[src/core/tmr_pkg.sv]
package tmr_pkg;
	localparam logic [7:0] TMR_OFF_FLAGS = 8'h37;
	localparam logic [7:0] TMR_OFF_MASK = 8'h70;
	localparam logic [7:0] TMR_OFF_CTRL_A = 8'hB0;
	localparam logic [7:0] TMR_OFF_CTRL_B = 8'hB1;
	localparam logic [7:0] TMR_OFF_COUNT = 8'hB2;
	localparam logic [7:0] TMR_OFF_CMP_A = 8'hB3;
	localparam logic [7:0] TMR_OFF_CMP_B = 8'hB4;
	localparam logic [7:0] TMR_OFF_ASYNC = 8'hB6;
	localparam logic [7:0] TMR_RST_VAL = 8'h00;
	localparam int TMR_BIT_WRAP = 0;
	localparam int TMR_BIT_MA = 1;
	localparam int TMR_BIT_MB = 2;
	localparam int TMR_BIT_FOC_A = 7;
	localparam int TMR_BIT_FOC_B = 6;
	localparam int TMR_BIT_WAVE_MODE_SEL = 3;
	localparam int TMR_BIT_EXT_CLK_INPUT_EN = 6;
	localparam int TMR_BIT_AS2 = 5;
	localparam logic [7:0] TMR_MAX = 8'hFF;
	localparam logic [7:0] TMR_BOTTOM = 8'h00;
	localparam logic [2:0] TMR_WM_NORMAL = 3'h0;
	localparam logic [2:0] TMR_WM_PC_FF = 3'h1;
	localparam logic [2:0] TMR_WM_CTC = 3'h2;
	localparam logic [2:0] TMR_WM_FAST_FF = 3'h3;
	localparam logic [2:0] TMR_WM_PC_A = 3'h5;
	localparam logic [2:0] TMR_WM_FAST_A = 3'h7;
	localparam logic [9:0] TMR_PRE_MAX = 10'h3FF;
	localparam int TMR_UPD_CYCLES = 2;
endpackage

[src/core/tmr_ctrl.sv]
`timescale 1ns/1ps
`default_nettype none
module tmr_ctrl
	import tmr_pkg::*;
#(
	parameter int UPD_CYCLES = TMR_UPD_CYCLES
)(
	input wire logic clk,
	input wire logic reset_n,
	input wire logic [7:0] bus_addr,
	input wire logic [7:0] bus_wdata,
	input wire logic bus_wr,
	input wire logic bus_rd,
	output logic [7:0] bus_rdata,
	input wire logic global_irq_en,
	input wire logic [2:0] irq_ack,
	input wire logic osc_in_pin,
	output logic wave_out_a,
	output logic wave_out_b,
	output logic irq_wrap,
	output logic irq_match_a,
	output logic irq_match_b
);
	// ***************************************
	// State
	// ***************************************
	typedef struct packed {
		logic [7:0] ctrl_a;
		logic [3:0] ctrl_b;
		logic [7:0] count;
		logic [7:0] cmp_a;
		logic [7:0] cmp_b;
		logic [2:0] mask;
		logic [2:0] flags;
		logic [1:0] async_cfg;
		logic [4:0] busy;
		logic [7:0] busy_cnt;
		logic [9:0] pre;
		logic osc_q;
		logic down;
		logic block;
		logic oa;
		logic ob;
		logic [7:0] rdata;
		logic [2:0] irq;
	} tmr_state_t;

	tmr_state_t s_r, s_nxt;

	function automatic logic is_pwm(input logic [2:0] wm);
		is_pwm = (wm != TMR_WM_NORMAL) && (wm != TMR_WM_CTC);
	endfunction

	function automatic logic com_apply(input logic [1:0] com, input logic cur);
		unique case (com)
			2'b00: com_apply = cur;
			2'b01: com_apply = ~cur;
			2'b10: com_apply = 1'b0;
			2'b11: com_apply = 1'b1;
		endcase
	endfunction

	function automatic logic pc_apply(input logic [1:0] com, input logic dn, input logic tg,
		input logic cur);
		pc_apply = com[1] ? (com[0] ^ dn) : ((com[0] && tg) ? ~cur : cur);
	endfunction

	function automatic logic wr_hit(input logic [7:0] a, input logic [7:0] off, input logic w);
		wr_hit = w && (a == off);
	endfunction

	logic [2:0] wm, cs;
	logic [7:0] top;
	logic tick, ext_edge, m_a, m_b, wrap_ev;
	logic pc_mode, fast_mode, force_a, force_b, async_on;

	assign wm = {s_r.ctrl_b[TMR_BIT_WAVE_MODE_SEL], s_r.ctrl_a[1:0]};
	assign cs = s_r.ctrl_b[2:0];
	assign async_on = s_r.async_cfg[0];
	assign pc_mode = (wm == TMR_WM_PC_FF) || (wm == TMR_WM_PC_A);
	assign fast_mode = (wm == TMR_WM_FAST_FF) || (wm == TMR_WM_FAST_A);
	assign top = (wm == TMR_WM_CTC || wm == TMR_WM_PC_A || wm == TMR_WM_FAST_A) ?
		s_r.cmp_a : TMR_MAX;
	// Oscillator pin taken as a plain sampled input; rising edge is one count
	assign ext_edge = osc_in_pin && !s_r.osc_q;

	// ***************************************
	// Next state
	// ***************************************
	always_comb
	begin
		s_nxt = s_r;
		tick = 1'b0;
		m_a = 1'b0;
		m_b = 1'b0;
		wrap_ev = 1'b0;
		force_a = 1'b0;
		force_b = 1'b0;
		s_nxt.osc_q = osc_in_pin;
		s_nxt.pre = s_r.pre + 10'h001;
		unique case (cs)
			3'h0: tick = 1'b0;
			3'h1: tick = 1'b1;
			3'h2: tick = (s_r.pre[2:0] == TMR_PRE_MAX[2:0]);
			3'h3: tick = (s_r.pre[4:0] == TMR_PRE_MAX[4:0]);
			3'h4: tick = (s_r.pre[5:0] == TMR_PRE_MAX[5:0]);
			3'h5: tick = (s_r.pre[6:0] == TMR_PRE_MAX[6:0]);
			3'h6: tick = (s_r.pre[7:0] == TMR_PRE_MAX[7:0]);
			3'h7: tick = (s_r.pre == TMR_PRE_MAX);
		endcase
		if (async_on)
			tick = (cs != 3'h0) && ext_edge;
		// Counter and compare
		if (tick)
		begin
			m_a = (s_r.count == s_r.cmp_a) && !s_r.block;
			m_b = (s_r.count == s_r.cmp_b) && !s_r.block;
			s_nxt.block = 1'b0;
			if (pc_mode)
			begin
				if (!s_r.down && s_r.count == top)
				begin
					s_nxt.down = 1'b1;
					s_nxt.count = s_r.count - 8'h01;
				end
				else if (s_r.down && s_r.count == TMR_BOTTOM)
				begin
					s_nxt.down = 1'b0;
					s_nxt.count = s_r.count + 8'h01;
					wrap_ev = 1'b1;
				end
				else
					s_nxt.count = s_r.down ? s_r.count - 8'h01 : s_r.count + 8'h01;
			end
			else
			begin
				s_nxt.down = 1'b0;
				if (s_r.count == top)
				begin
					s_nxt.count = TMR_BOTTOM;
					wrap_ev = (wm == TMR_WM_FAST_A) || (s_r.count == TMR_MAX);
				end
				else
					s_nxt.count = s_r.count + 8'h01;
			end
		end
		// Waveforms from real matches and from top in fast modes
		if (m_a)
			s_nxt.oa = pc_mode ? pc_apply(s_r.ctrl_a[7:6], s_r.down, wm[2], s_r.oa) :
				com_apply(s_r.ctrl_a[7:6], s_r.oa);
		if (m_b)
			s_nxt.ob = pc_mode ? pc_apply(s_r.ctrl_a[5:4], s_r.down, 1'b0, s_r.ob) :
				com_apply(s_r.ctrl_a[5:4], s_r.ob);
		if (fast_mode && tick && s_r.count == top)
		begin
			if (s_r.ctrl_a[7])
				s_nxt.oa = ~s_r.ctrl_a[6];
			if (s_r.ctrl_a[5])
				s_nxt.ob = ~s_r.ctrl_a[4];
		end
		// Busy drops a fixed delay after the last write; a new write wins the tie
		if (s_r.busy != 5'h00)
			s_nxt.busy_cnt = s_r.busy_cnt + 8'h01;
		if (s_r.busy != 5'h00 && s_r.busy_cnt == 8'(UPD_CYCLES - 1))
			s_nxt.busy = 5'h00;
		if (bus_wr && (bus_addr inside {TMR_OFF_COUNT, TMR_OFF_CMP_A, TMR_OFF_CMP_B,
			TMR_OFF_CTRL_A, TMR_OFF_CTRL_B}))
			s_nxt.busy_cnt = 8'h00;
		// Register writes; flags: hardware set beats software clear
		if (wr_hit(bus_addr, TMR_OFF_CTRL_A, bus_wr))
		begin
			s_nxt.ctrl_a = bus_wdata;
			s_nxt.busy[1] = async_on;
		end
		if (wr_hit(bus_addr, TMR_OFF_CTRL_B, bus_wr))
		begin
			s_nxt.ctrl_b = {bus_wdata[TMR_BIT_WAVE_MODE_SEL], bus_wdata[2:0]};
			s_nxt.busy[0] = async_on;
			// Strobes never stored, so they read back zero
			force_a = bus_wdata[TMR_BIT_FOC_A] && !is_pwm(wm);
			force_b = bus_wdata[TMR_BIT_FOC_B] && !is_pwm(wm);
		end
		// Forced match drives output only, no flag, no clear
		if (force_a)
			s_nxt.oa = com_apply(s_r.ctrl_a[7:6], s_r.oa);
		if (force_b)
			s_nxt.ob = com_apply(s_r.ctrl_a[5:4], s_r.ob);
		if (wr_hit(bus_addr, TMR_OFF_COUNT, bus_wr))
		begin
			s_nxt.count = bus_wdata;
			s_nxt.block = 1'b1;
			s_nxt.busy[4] = async_on;
		end
		if (wr_hit(bus_addr, TMR_OFF_CMP_A, bus_wr))
		begin
			s_nxt.cmp_a = bus_wdata;
			s_nxt.busy[3] = async_on;
		end
		if (wr_hit(bus_addr, TMR_OFF_CMP_B, bus_wr))
		begin
			s_nxt.cmp_b = bus_wdata;
			s_nxt.busy[2] = async_on;
		end
		if (wr_hit(bus_addr, TMR_OFF_MASK, bus_wr))
			s_nxt.mask = bus_wdata[2:0];
		if (wr_hit(bus_addr, TMR_OFF_ASYNC, bus_wr))
			s_nxt.async_cfg = {bus_wdata[TMR_BIT_EXT_CLK_INPUT_EN], bus_wdata[TMR_BIT_AS2]};
		if (wr_hit(bus_addr, TMR_OFF_FLAGS, bus_wr))
			s_nxt.flags = s_r.flags & ~bus_wdata[2:0];
		s_nxt.flags = s_nxt.flags & ~irq_ack;
		s_nxt.flags[TMR_BIT_MA] = s_nxt.flags[TMR_BIT_MA] | m_a;
		s_nxt.flags[TMR_BIT_MB] = s_nxt.flags[TMR_BIT_MB] | m_b;
		s_nxt.flags[TMR_BIT_WRAP] = s_nxt.flags[TMR_BIT_WRAP] | wrap_ev;
		// Read data, unmapped reads zero
		s_nxt.rdata = 8'h00;
		if (bus_rd)
		begin
			unique case (bus_addr)
				TMR_OFF_FLAGS: s_nxt.rdata = {5'h00, s_r.flags};
				TMR_OFF_MASK: s_nxt.rdata = {5'h00, s_r.mask};
				TMR_OFF_CTRL_A: s_nxt.rdata = s_r.ctrl_a;
				TMR_OFF_CTRL_B: s_nxt.rdata = {4'h0, s_r.ctrl_b};
				TMR_OFF_COUNT: s_nxt.rdata = s_r.count;
				TMR_OFF_CMP_A: s_nxt.rdata = s_r.cmp_a;
				TMR_OFF_CMP_B: s_nxt.rdata = s_r.cmp_b;
				TMR_OFF_ASYNC: s_nxt.rdata = {1'b0, s_r.async_cfg, s_r.busy};
				default: s_nxt.rdata = 8'h00;
			endcase
		end
		s_nxt.irq = s_nxt.flags & s_nxt.mask & {3{global_irq_en}};
	end

	always_ff @(posedge clk or negedge reset_n)
	begin
		if (!reset_n)
			s_r <= '0;
		else
			s_r <= s_nxt;
	end

	assign wave_out_a = s_r.oa;
	assign wave_out_b = s_r.ob;
	assign bus_rdata = s_r.rdata;
	assign irq_wrap = s_r.irq[TMR_BIT_WRAP];
	assign irq_match_a = s_r.irq[TMR_BIT_MA];
	assign irq_match_b = s_r.irq[TMR_BIT_MB];

	// ***************************************
	// Checks
	// ***************************************
	property p_irq_and;
		@(posedge clk) disable iff (!reset_n)
		1'b1 |=> (irq_match_a == ($past(s_nxt.flags[TMR_BIT_MA]) &&
			$past(s_nxt.mask[TMR_BIT_MA]) && $past(global_irq_en)));
	endproperty
	a_irq_and: assert property (p_irq_and) else $error("irq a not flag and mask");

	property p_w1c;
		@(posedge clk) disable iff (!reset_n)
		(wr_hit(bus_addr, TMR_OFF_FLAGS, bus_wr) && bus_wdata[0] && !wrap_ev)
		|=> !s_r.flags[0];
	endproperty
	a_w1c: assert property (p_w1c) else $error("wrap flag not cleared");

	property p_w0_keep;
		@(posedge clk) disable iff (!reset_n)
		(wr_hit(bus_addr, TMR_OFF_FLAGS, bus_wr) && !bus_wdata[1] && s_r.flags[1] &&
			!irq_ack[1]) |=> s_r.flags[1];
	endproperty
	a_w0_keep: assert property (p_w0_keep) else $error("flag lost on zero write");

	property p_ack;
		@(posedge clk) disable iff (!reset_n)
		(irq_ack[2] && !m_b) |=> !s_r.flags[2];
	endproperty
	a_ack: assert property (p_ack) else $error("ack did not clear flag");

	property p_match_flag;
		@(posedge clk) disable iff (!reset_n)
		m_a |=> s_r.flags[1];
	endproperty
	a_match_flag: assert property (p_match_flag) else $error("match a flag missing");

	property p_force_noflag;
		@(posedge clk) disable iff (!reset_n)
		(force_b && !m_b && !s_r.flags[2]) |=> !s_r.flags[2];
	endproperty
	a_force_noflag: assert property (p_force_noflag) else $error("force set flag");

	property p_pwm_ignore;
		@(posedge clk) disable iff (!reset_n)
		is_pwm(wm) |-> !force_a && !force_b;
	endproperty
	a_pwm_ignore: assert property (p_pwm_ignore) else $error("force in pwm");

	property p_block;
		@(posedge clk) disable iff (!reset_n)
		wr_hit(bus_addr, TMR_OFF_COUNT, bus_wr) |=> (tick -> !m_a && !m_b);
	endproperty
	a_block: assert property (p_block) else $error("match after count write");

	property p_stop;
		@(posedge clk) disable iff (!reset_n)
		(cs == 3'h0 && !bus_wr) |=> s_r.count == $past(s_r.count);
	endproperty
	a_stop: assert property (p_stop) else $error("counter ran while stopped");

	property p_rd_zero;
		@(posedge clk) disable iff (!reset_n)
		(bus_rd && bus_addr == TMR_OFF_CTRL_B) |=> bus_rdata[7:6] == 2'b00;
	endproperty
	a_rd_zero: assert property (p_rd_zero) else $error("force bits read nonzero");
endmodule // tmr_ctrl
`default_nettype wire

[config.mk]
export PLATFORM = sky130hd
export DESIGN_NAME = tmr_ctrl
export DESIGN_NICKNAME = d
export VERILOG_FILES = /design/src/core/tmr_pkg.sv /design/src/core/tmr_ctrl.sv
export SDC_FILE = /design/constraint.sdc
export NUM_CORES = 1
export LEC_CHECK = 0
export CELL_PAD_IN_SITES_DETAIL_PLACEMENT = 1
export CELL_PAD_IN_SITES_GLOBAL_PLACEMENT = 1
export CORE_AREA = 2 2 113 115
export DETAILED_ROUTE_END_ITERATION = 12
export DIE_AREA = 0 0 115 117
export DONT_BUFFER_PORTS = 1
export PLACE_DENSITY_LB_ADDON = 0.1
export REMOVE_ABC_BUFFERS = 1
export SLEW_MARGIN = 0
export SYNTH_ARGS = -nofsm -noshare
export SYNTH_HDL_FRONTEND = slang
export SYNTH_SLANG_ARGS = --single-unit
[constraint.sdc]
create_clock -name clk -period 3.1 [get_ports clk]
set_input_delay 0.155 -clock clk [delete_from_list [all_inputs] [get_ports clk]]
set_output_delay 0.155 -clock clk [all_outputs]
set_load 0.01 [all_outputs]
==> impl_metrics.toml, run 1 <==
[run_status]
outcome = "completed"

[die]
num_rows = 41
start_util = 0.389
dieWidth_um = 115
die_h_um = 117
pin_count = 38
fp.dieArea_mm2 = 0.0135
coreArea_mm2 = 0.0123

[timing]
period_minus_slack_ns = 2.88
rsz0062_at_grt = "no"
fmax_mhz = 347
max_slew_margin = 0.492
maxSlewViolCount = 0
setup_tns_ns = 0
finalHoldViolCount = 0
min_period_over_period = 0.929
fin_worst_skew_ns = 0.00662
setup_violations = 0
tightest_slew_ns = 0.757

[routing]
totalWireLength_um = 14300
wire_per_inst_um = 22.5
wl_met2_um = 6660
firstDrtPassIters = 4
drt_iter0_drc = 238
wl_met3_um = 721
vias = 3770
top_layer = "met4"
met1Wirelength_um = 6630
via_per_inst = 5.93
drc = 0
ant_nets = 0

[place]
portBuffers = 0
dp_hpwl_um = 10400
gp_congestion = 0.833

[global_routing]
grt_overflow = 0
antenna_found_initial = 0
grt_pass1_wl_um = 22400
track_usage = 0.227
grt_max_degree = 84
grt_pass1_vias = 3894

[worst_setup_path]
slowest_stage = "dfrtp_1"
crit_end = "wave_out_a"
cp_num_cells = 8
path_buf_inv = 1
required_ns = 3.33
cp_max_fo = 12
r2r_setup_slack_ns = 0.22
cp_cell_sequence = "inv_1, a222oi_1, nand3_1, nor4_2, mux2i_1, a21bo_1, a21oi_1, o22ai_1"
critPathMaxStageDelay_ns = 0.61
crit_family = "simple AND/OR/NAND/NOR gates"
rr_worst_depth = 8
timing.rr.end = "wave_out_a"
end_kind = "register"
worst_ep_arrival_time_ns = 3.11
start_kind = "register"
crit_type = "register to register"
crit_start = "s_r[63]"
r2r-start = "s_r[63]"

[final_layout]
regArea_mm2 = 0.00208
drive_gt1_frac = 0.158
final_util = 0.434
multiInputGateArea_mm2 = 0.00251
area_growth_pct = 11.5
diodes = 0
final.fill_count = 1385
nNetsFinal = 513

[clock_network]
cts-root-buf = "clkbuf_16"
clkLatencyLatePin_ns = 0.35
clock-sinks = 83
cts_buffers = 9
cts_setup_buffers = 0
cts.path.max_buffers = 2
cts_max_level = 3
cts_tree = "done"
clkSlewWorstSetupHoldPaths_ns = 0.07

[logic_synthesis]
ys_ff_latch = 83
synth_largest_area_cell = "dfrtp_1"
syn_area_mm2 = 0.00479
synthFlopType = "dfrtp_1"
ys_warn_count = 0
synth-seq-area-share = 0.433
syn_inst = 477
yosys-top-cells-area = "dfrtp_1, mux2_2, nand2_1, xnor2_1, mux2i_1"
yosysTopAreaCellShare = 0.433
syn_area_per_cell_um2 = 10.0
yosysUniqueCellTypes = 67
synth-edff-count = 0
async_reset_ff_frac = 1.00

[power]
power.density_mw_per_mm2 = 613
ir_drop_mv = 0.240
p_leak_nw = 2.31

[hold_path]
min_path_type = "input pin to register"

[flow_run]
max-cap-violations = 0
[Yosys cell counts, drive strengths merged (3+ instances only)]
library cell / instances
xnor2: 17
nor3: 14
buf: 22
a211oi: 3
xor2: 7
ha: 7
nand3b: 7
dfrtp: 83
mux2i: 12
and4: 4
mux2: 34
nand2b: 9
a222oi: 3
nand3: 16
nor2b: 10
a21oi: 20
and3: 17
a31oi: 8
and2: 3
inv: 14
o21ai: 27
clkbuf: 4
nor4: 8
nor2: 24
a221o: 3
a22oi: 13
nand2: 46
nand4: 6
mux4: 3
[final cells by class]
| class | instances | area share |
|---|---|---|
| clock buffer | 9 | 0.0422 |
| clock inverter | 7 | 0.0185 |
| inverter | 14 | 0.00984 |
| multi-input combinational | 354 | 0.470 |
| sequential | 83 | 0.389 |
| tap | 150 | 0.0351 |
| timing repair buffer | 19 | 0.0356 |
[through the flow]
step / total power [mW] / setup slack, ns / hold WS (ns) / cell area [µm²] / cells
global route: 3.44 / 0.00414 / 0.0336 / 5340 / 636
floorplan: 1.83 / 0.725 / -0.141 / 4640 / 451
finish: 3.27 / 0.219 / 0.0361 / 5340 / 636
CTS: 3.31 / 0.238 / 0.0248 / 5340 / 636
global placement: 2.02 / 0.392 / -0.139 / 4880 / 608
detailed placement: 2.04 / 0.259 / -0.139 / 4880 / 608
[report_power, final]
part / total (mW) / internal, mW / switching [mW]
Sequential: 1.42 / 1.19 / 0.232
Combinational: 0.651 / 0.296 / 0.355
Clock: 1.20 / 0.715 / 0.486
[what timing repair did]
action                    in CTS  in global routing
hold buffers                  12                  0
hold endpoints to repair     127                  0
resized for setup              0                  0
[worst min path at each step]
stage,depth (start not counted),startpoint,to
6_report,2,bus_wdata[2],s_r[65]
5_1_grt,2,bus_wdata[2],s_r[65]
4_1_cts,2,bus_wdata[2],s_r[65]
3_5_place_dp,0,reset_n,s_r[44]
3_3_place_gp,0,reset_n,s_r[44]
2_1_floorplan,0,reset_n,async_on
[sequential cells by signal, indices dropped and copies added, names as in the netlist]
| signal | cells |
|---|---|
| s_r | 66 |
| bus_rdata | 8 |
| cs | 3 |
| async_on | 1 |
| irq_match_a | 1 |
| irq_match_b | 1 |
| irq_wrap | 1 |
| wave_out_a | 1 |
| wave_out_b | 1 |
[cells by family (layout without fill, tap and decap cells)]
family	after synthesis	after routing	synth area share
AND/OR/NAND/NOR	174	174	0.198
multiplexers	49	49	0.119
flip-flops	83	83	0.433
adder cells (fa/ha/maj)	7	7	0.0183
AO/OA/AOI/OAI	100	100	0.145
buffers and inverters	40	49	0.0426
XOR/XNOR	24	24	0.0439
[cell usage in the layout, fill, tap and decap left out, types with 3 or more instances in the layout]
master and n:
and2_1 3, nand2_1 46, nor2b_1 10, mux2i_1 12, clkbuf_16 9, xnor2_1 17
xor2_1 7, nand2b_1 9, a22oi_1 13, dlygate4sd3_1 11, a31oi_1 7, a221o_1 3
mux2_2 33, and3_1 16, inv_1 12, nor2_1 23, nand4_1 6, a222oi_1 3
nor4_1 6, a21oi_1 19, nand3b_1 7, buf_4 7, dfrtp_1 83, ha_1 7
nand3_1 15, mux4_2 3, o21ai_0 24, nor3_1 13, and4_1 4
[layer usage]
metal  up-vias  global-route usage
met1      1911               0.308
met4         0              0.0739
met3        15              0.0489
met2        96               0.363
li1       1748                   -
met5         -                   0
No activity file was read; power rests on OpenSTA's default activity.
==> inputs of run 2 (changes only) <==
CORE_AREA = 2 2 134 97   (was 2 2 113 115)
DIE_AREA = 0 0 136 99   (was 0 0 115 117)
==> impl_metrics.toml, run 2 (synthesis gave the netlist of run 1 again) <==
[timing]
period_minus_slack_ns = 2.72
setup_violations = 0
fin_worst_skew_ns = 0.00741
max_slew_margin = 0.516
maxSlewViolCount = 0
fmax_mhz = 368
finalHoldViolCount = 0
timing.hold.ws_ns = 0.0118
setup_tns_ns = 0
min_period_over_period = 0.878
rsz0062_at_grt = "no"
tightest_slew_ns = 0.721

[clock_network]
clock-sinks = 83
cts_resized = 0
clkLatencyLatePin_ns = 0.34
cts-root-buf = "clkbuf_16"
cts_hold_buffers = 12
cts_setup_buffers = 0
clkSlewWorstSetupHoldPaths_ns = 0.07
cts_buffers = 9
cts_max_level = 3
cts_tree = "done"
cts.path.max_buffers = 2

[place]
dp_hpwl_um = 11000
portBuffers = 0
gp_congestion = 0.922

[routing]
firstDrtPassIters = 5
drt_iter0_drc = 334
wire_per_inst_um = 23.5
via_per_inst = 5.92
ant_nets = 0
drc = 0
totalWireLength_um = 15300
vias = 3834

[worst_setup_path]
crit_family = "compound AO/OA/AOI/OAI gates"
path_buf_inv = 1
crit_type = "register to register"
slowest_stage = "dfrtp_1"
worst_ep_arrival_time_ns = 2.94
start_kind = "register"
cp_cell_sequence = "inv_1, a222oi_1, nand3_1, nor4_2, mux2i_1, a21bo_1, a21oi_1, o22ai_1"
critPathMaxStageDelay_ns = 0.57
required_ns = 3.32
end_kind = "register"
cp_max_fo = 12

[die]
dieWidth_um = 136
num_rows = 34
pin_count = 38
start_util = 0.394
die_h_um = 99
fp.dieArea_mm2 = 0.0135
coreArea_mm2 = 0.0122

[power]
p_leak_nw = 2.30
total_power_mw = 3.22
power.density_mw_per_mm2 = 603
ir_drop_mv = 0.270

[run_status]
outcome = "completed"

[final_layout]
area_growth_pct = 11.5
final_common_cell = "dfrtp_1"
largest-register = "s_r"
largest_register_ffs = 66
layout_common_cells = "dfrtp_1, nand2_1, mux2_2"
diodes = 0
nNetsFinal = 514
drive_gt1_frac = 0.156

[global_routing]
grt_overflow = 0
grt-busiest-layer = "met1"
track_usage = 0.240
grt_pass1_vias = 3990
grt_pass1_wl_um = 24200
grtUsageMet2 = 0.329
grt_use_met1 = 0.376
grt_max_degree = 84
antenna_found_initial = 0
met3_usage = 0.0669

[flow_run]
max-cap-violations = 0

[hold_path]
min_path_type = "input pin to register"
[run 2: changes by cell type in the layout (fill, tap and decap cells not counted), sizes merged]
cell      delta
clkinv       -2
inv          -2
clkbuf       +3
clkinvlp     +1
buf          +1
bufinv       -1
[run 2: cell type report]
class | instances | area [µm²]
fill | 1396 | 6820
multi-input combinational | 354 | 2510
sequential | 83 | 2080
clock buffer | 12 | 256
tap | 162 | 203
timing repair buffer | 20 | 198
inverter | 14 | 52.6
clock inverter | 3 | 46.3
[run 2: layer usage]
metal	part of all wire	wire length (µm)	vias up
li1	-	-	1745
met1	0.52	7930	1977
met2	0.40	6170	106
met3	0.072	1100	6
met4	0.0046	70	0
met5	0	0	-
[run 2: power breakdown]
part / leakage [nW] / internal [mW] / total (mW) / switching, mW
Clock: 0.145 / 0.668 / 1.12 / 0.451
Combinational: 1.05 / 0.297 / 0.686 / 0.389
Sequential: 1.10 / 1.19 / 1.42 / 0.229
[run 2: stage by stage]
stage / utilization / cells / setup WS (ns) / instance area, µm²
CTS: 0.439 / 648 / 0.383 / 5340
detailed placement: 0.403 / 621 / 0.399 / 4900
global route: 0.439 / 648 / 0.117 / 5340
global placement: 0.403 / 621 / 0.520 / 4900
finish: 0.439 / 648 / 0.379 / 5340
floorplan: - / 451 / 0.725 / 4640
[run 2: worst paths after layout]
| check | startpoint | end | slack, ns | cells after the start |
|---|---|---|---|---|
| max | s_r[63] | wave_out_a | 0.38 | 8 |
| min | global_irq_en | irq_match_a | 0.01 | 1 |
| max reg2reg | s_r[63] | wave_out_a | 0.38 | 8 |
| min reg2reg | s_r[16] | s_r[16] | 0.47 | 1 |
| max in group asynchronous | reset_n | s_r[34] | 2.39 | 2 |
| min in group asynchronous | reset_n | s_r[31] | 0.37 | 2 |
[run 2: worst reg2reg max path: stages (launching register included)]
cell and delay, ns:
dfrtp_1 0.57, inv_1 0.13, a222oi_1 0.39, nand3_1 0.28, nor4_2 0.43, mux2i_1 0.31, a21bo_1 0.23, a21oi_1 0.15
o22ai_1 0.11
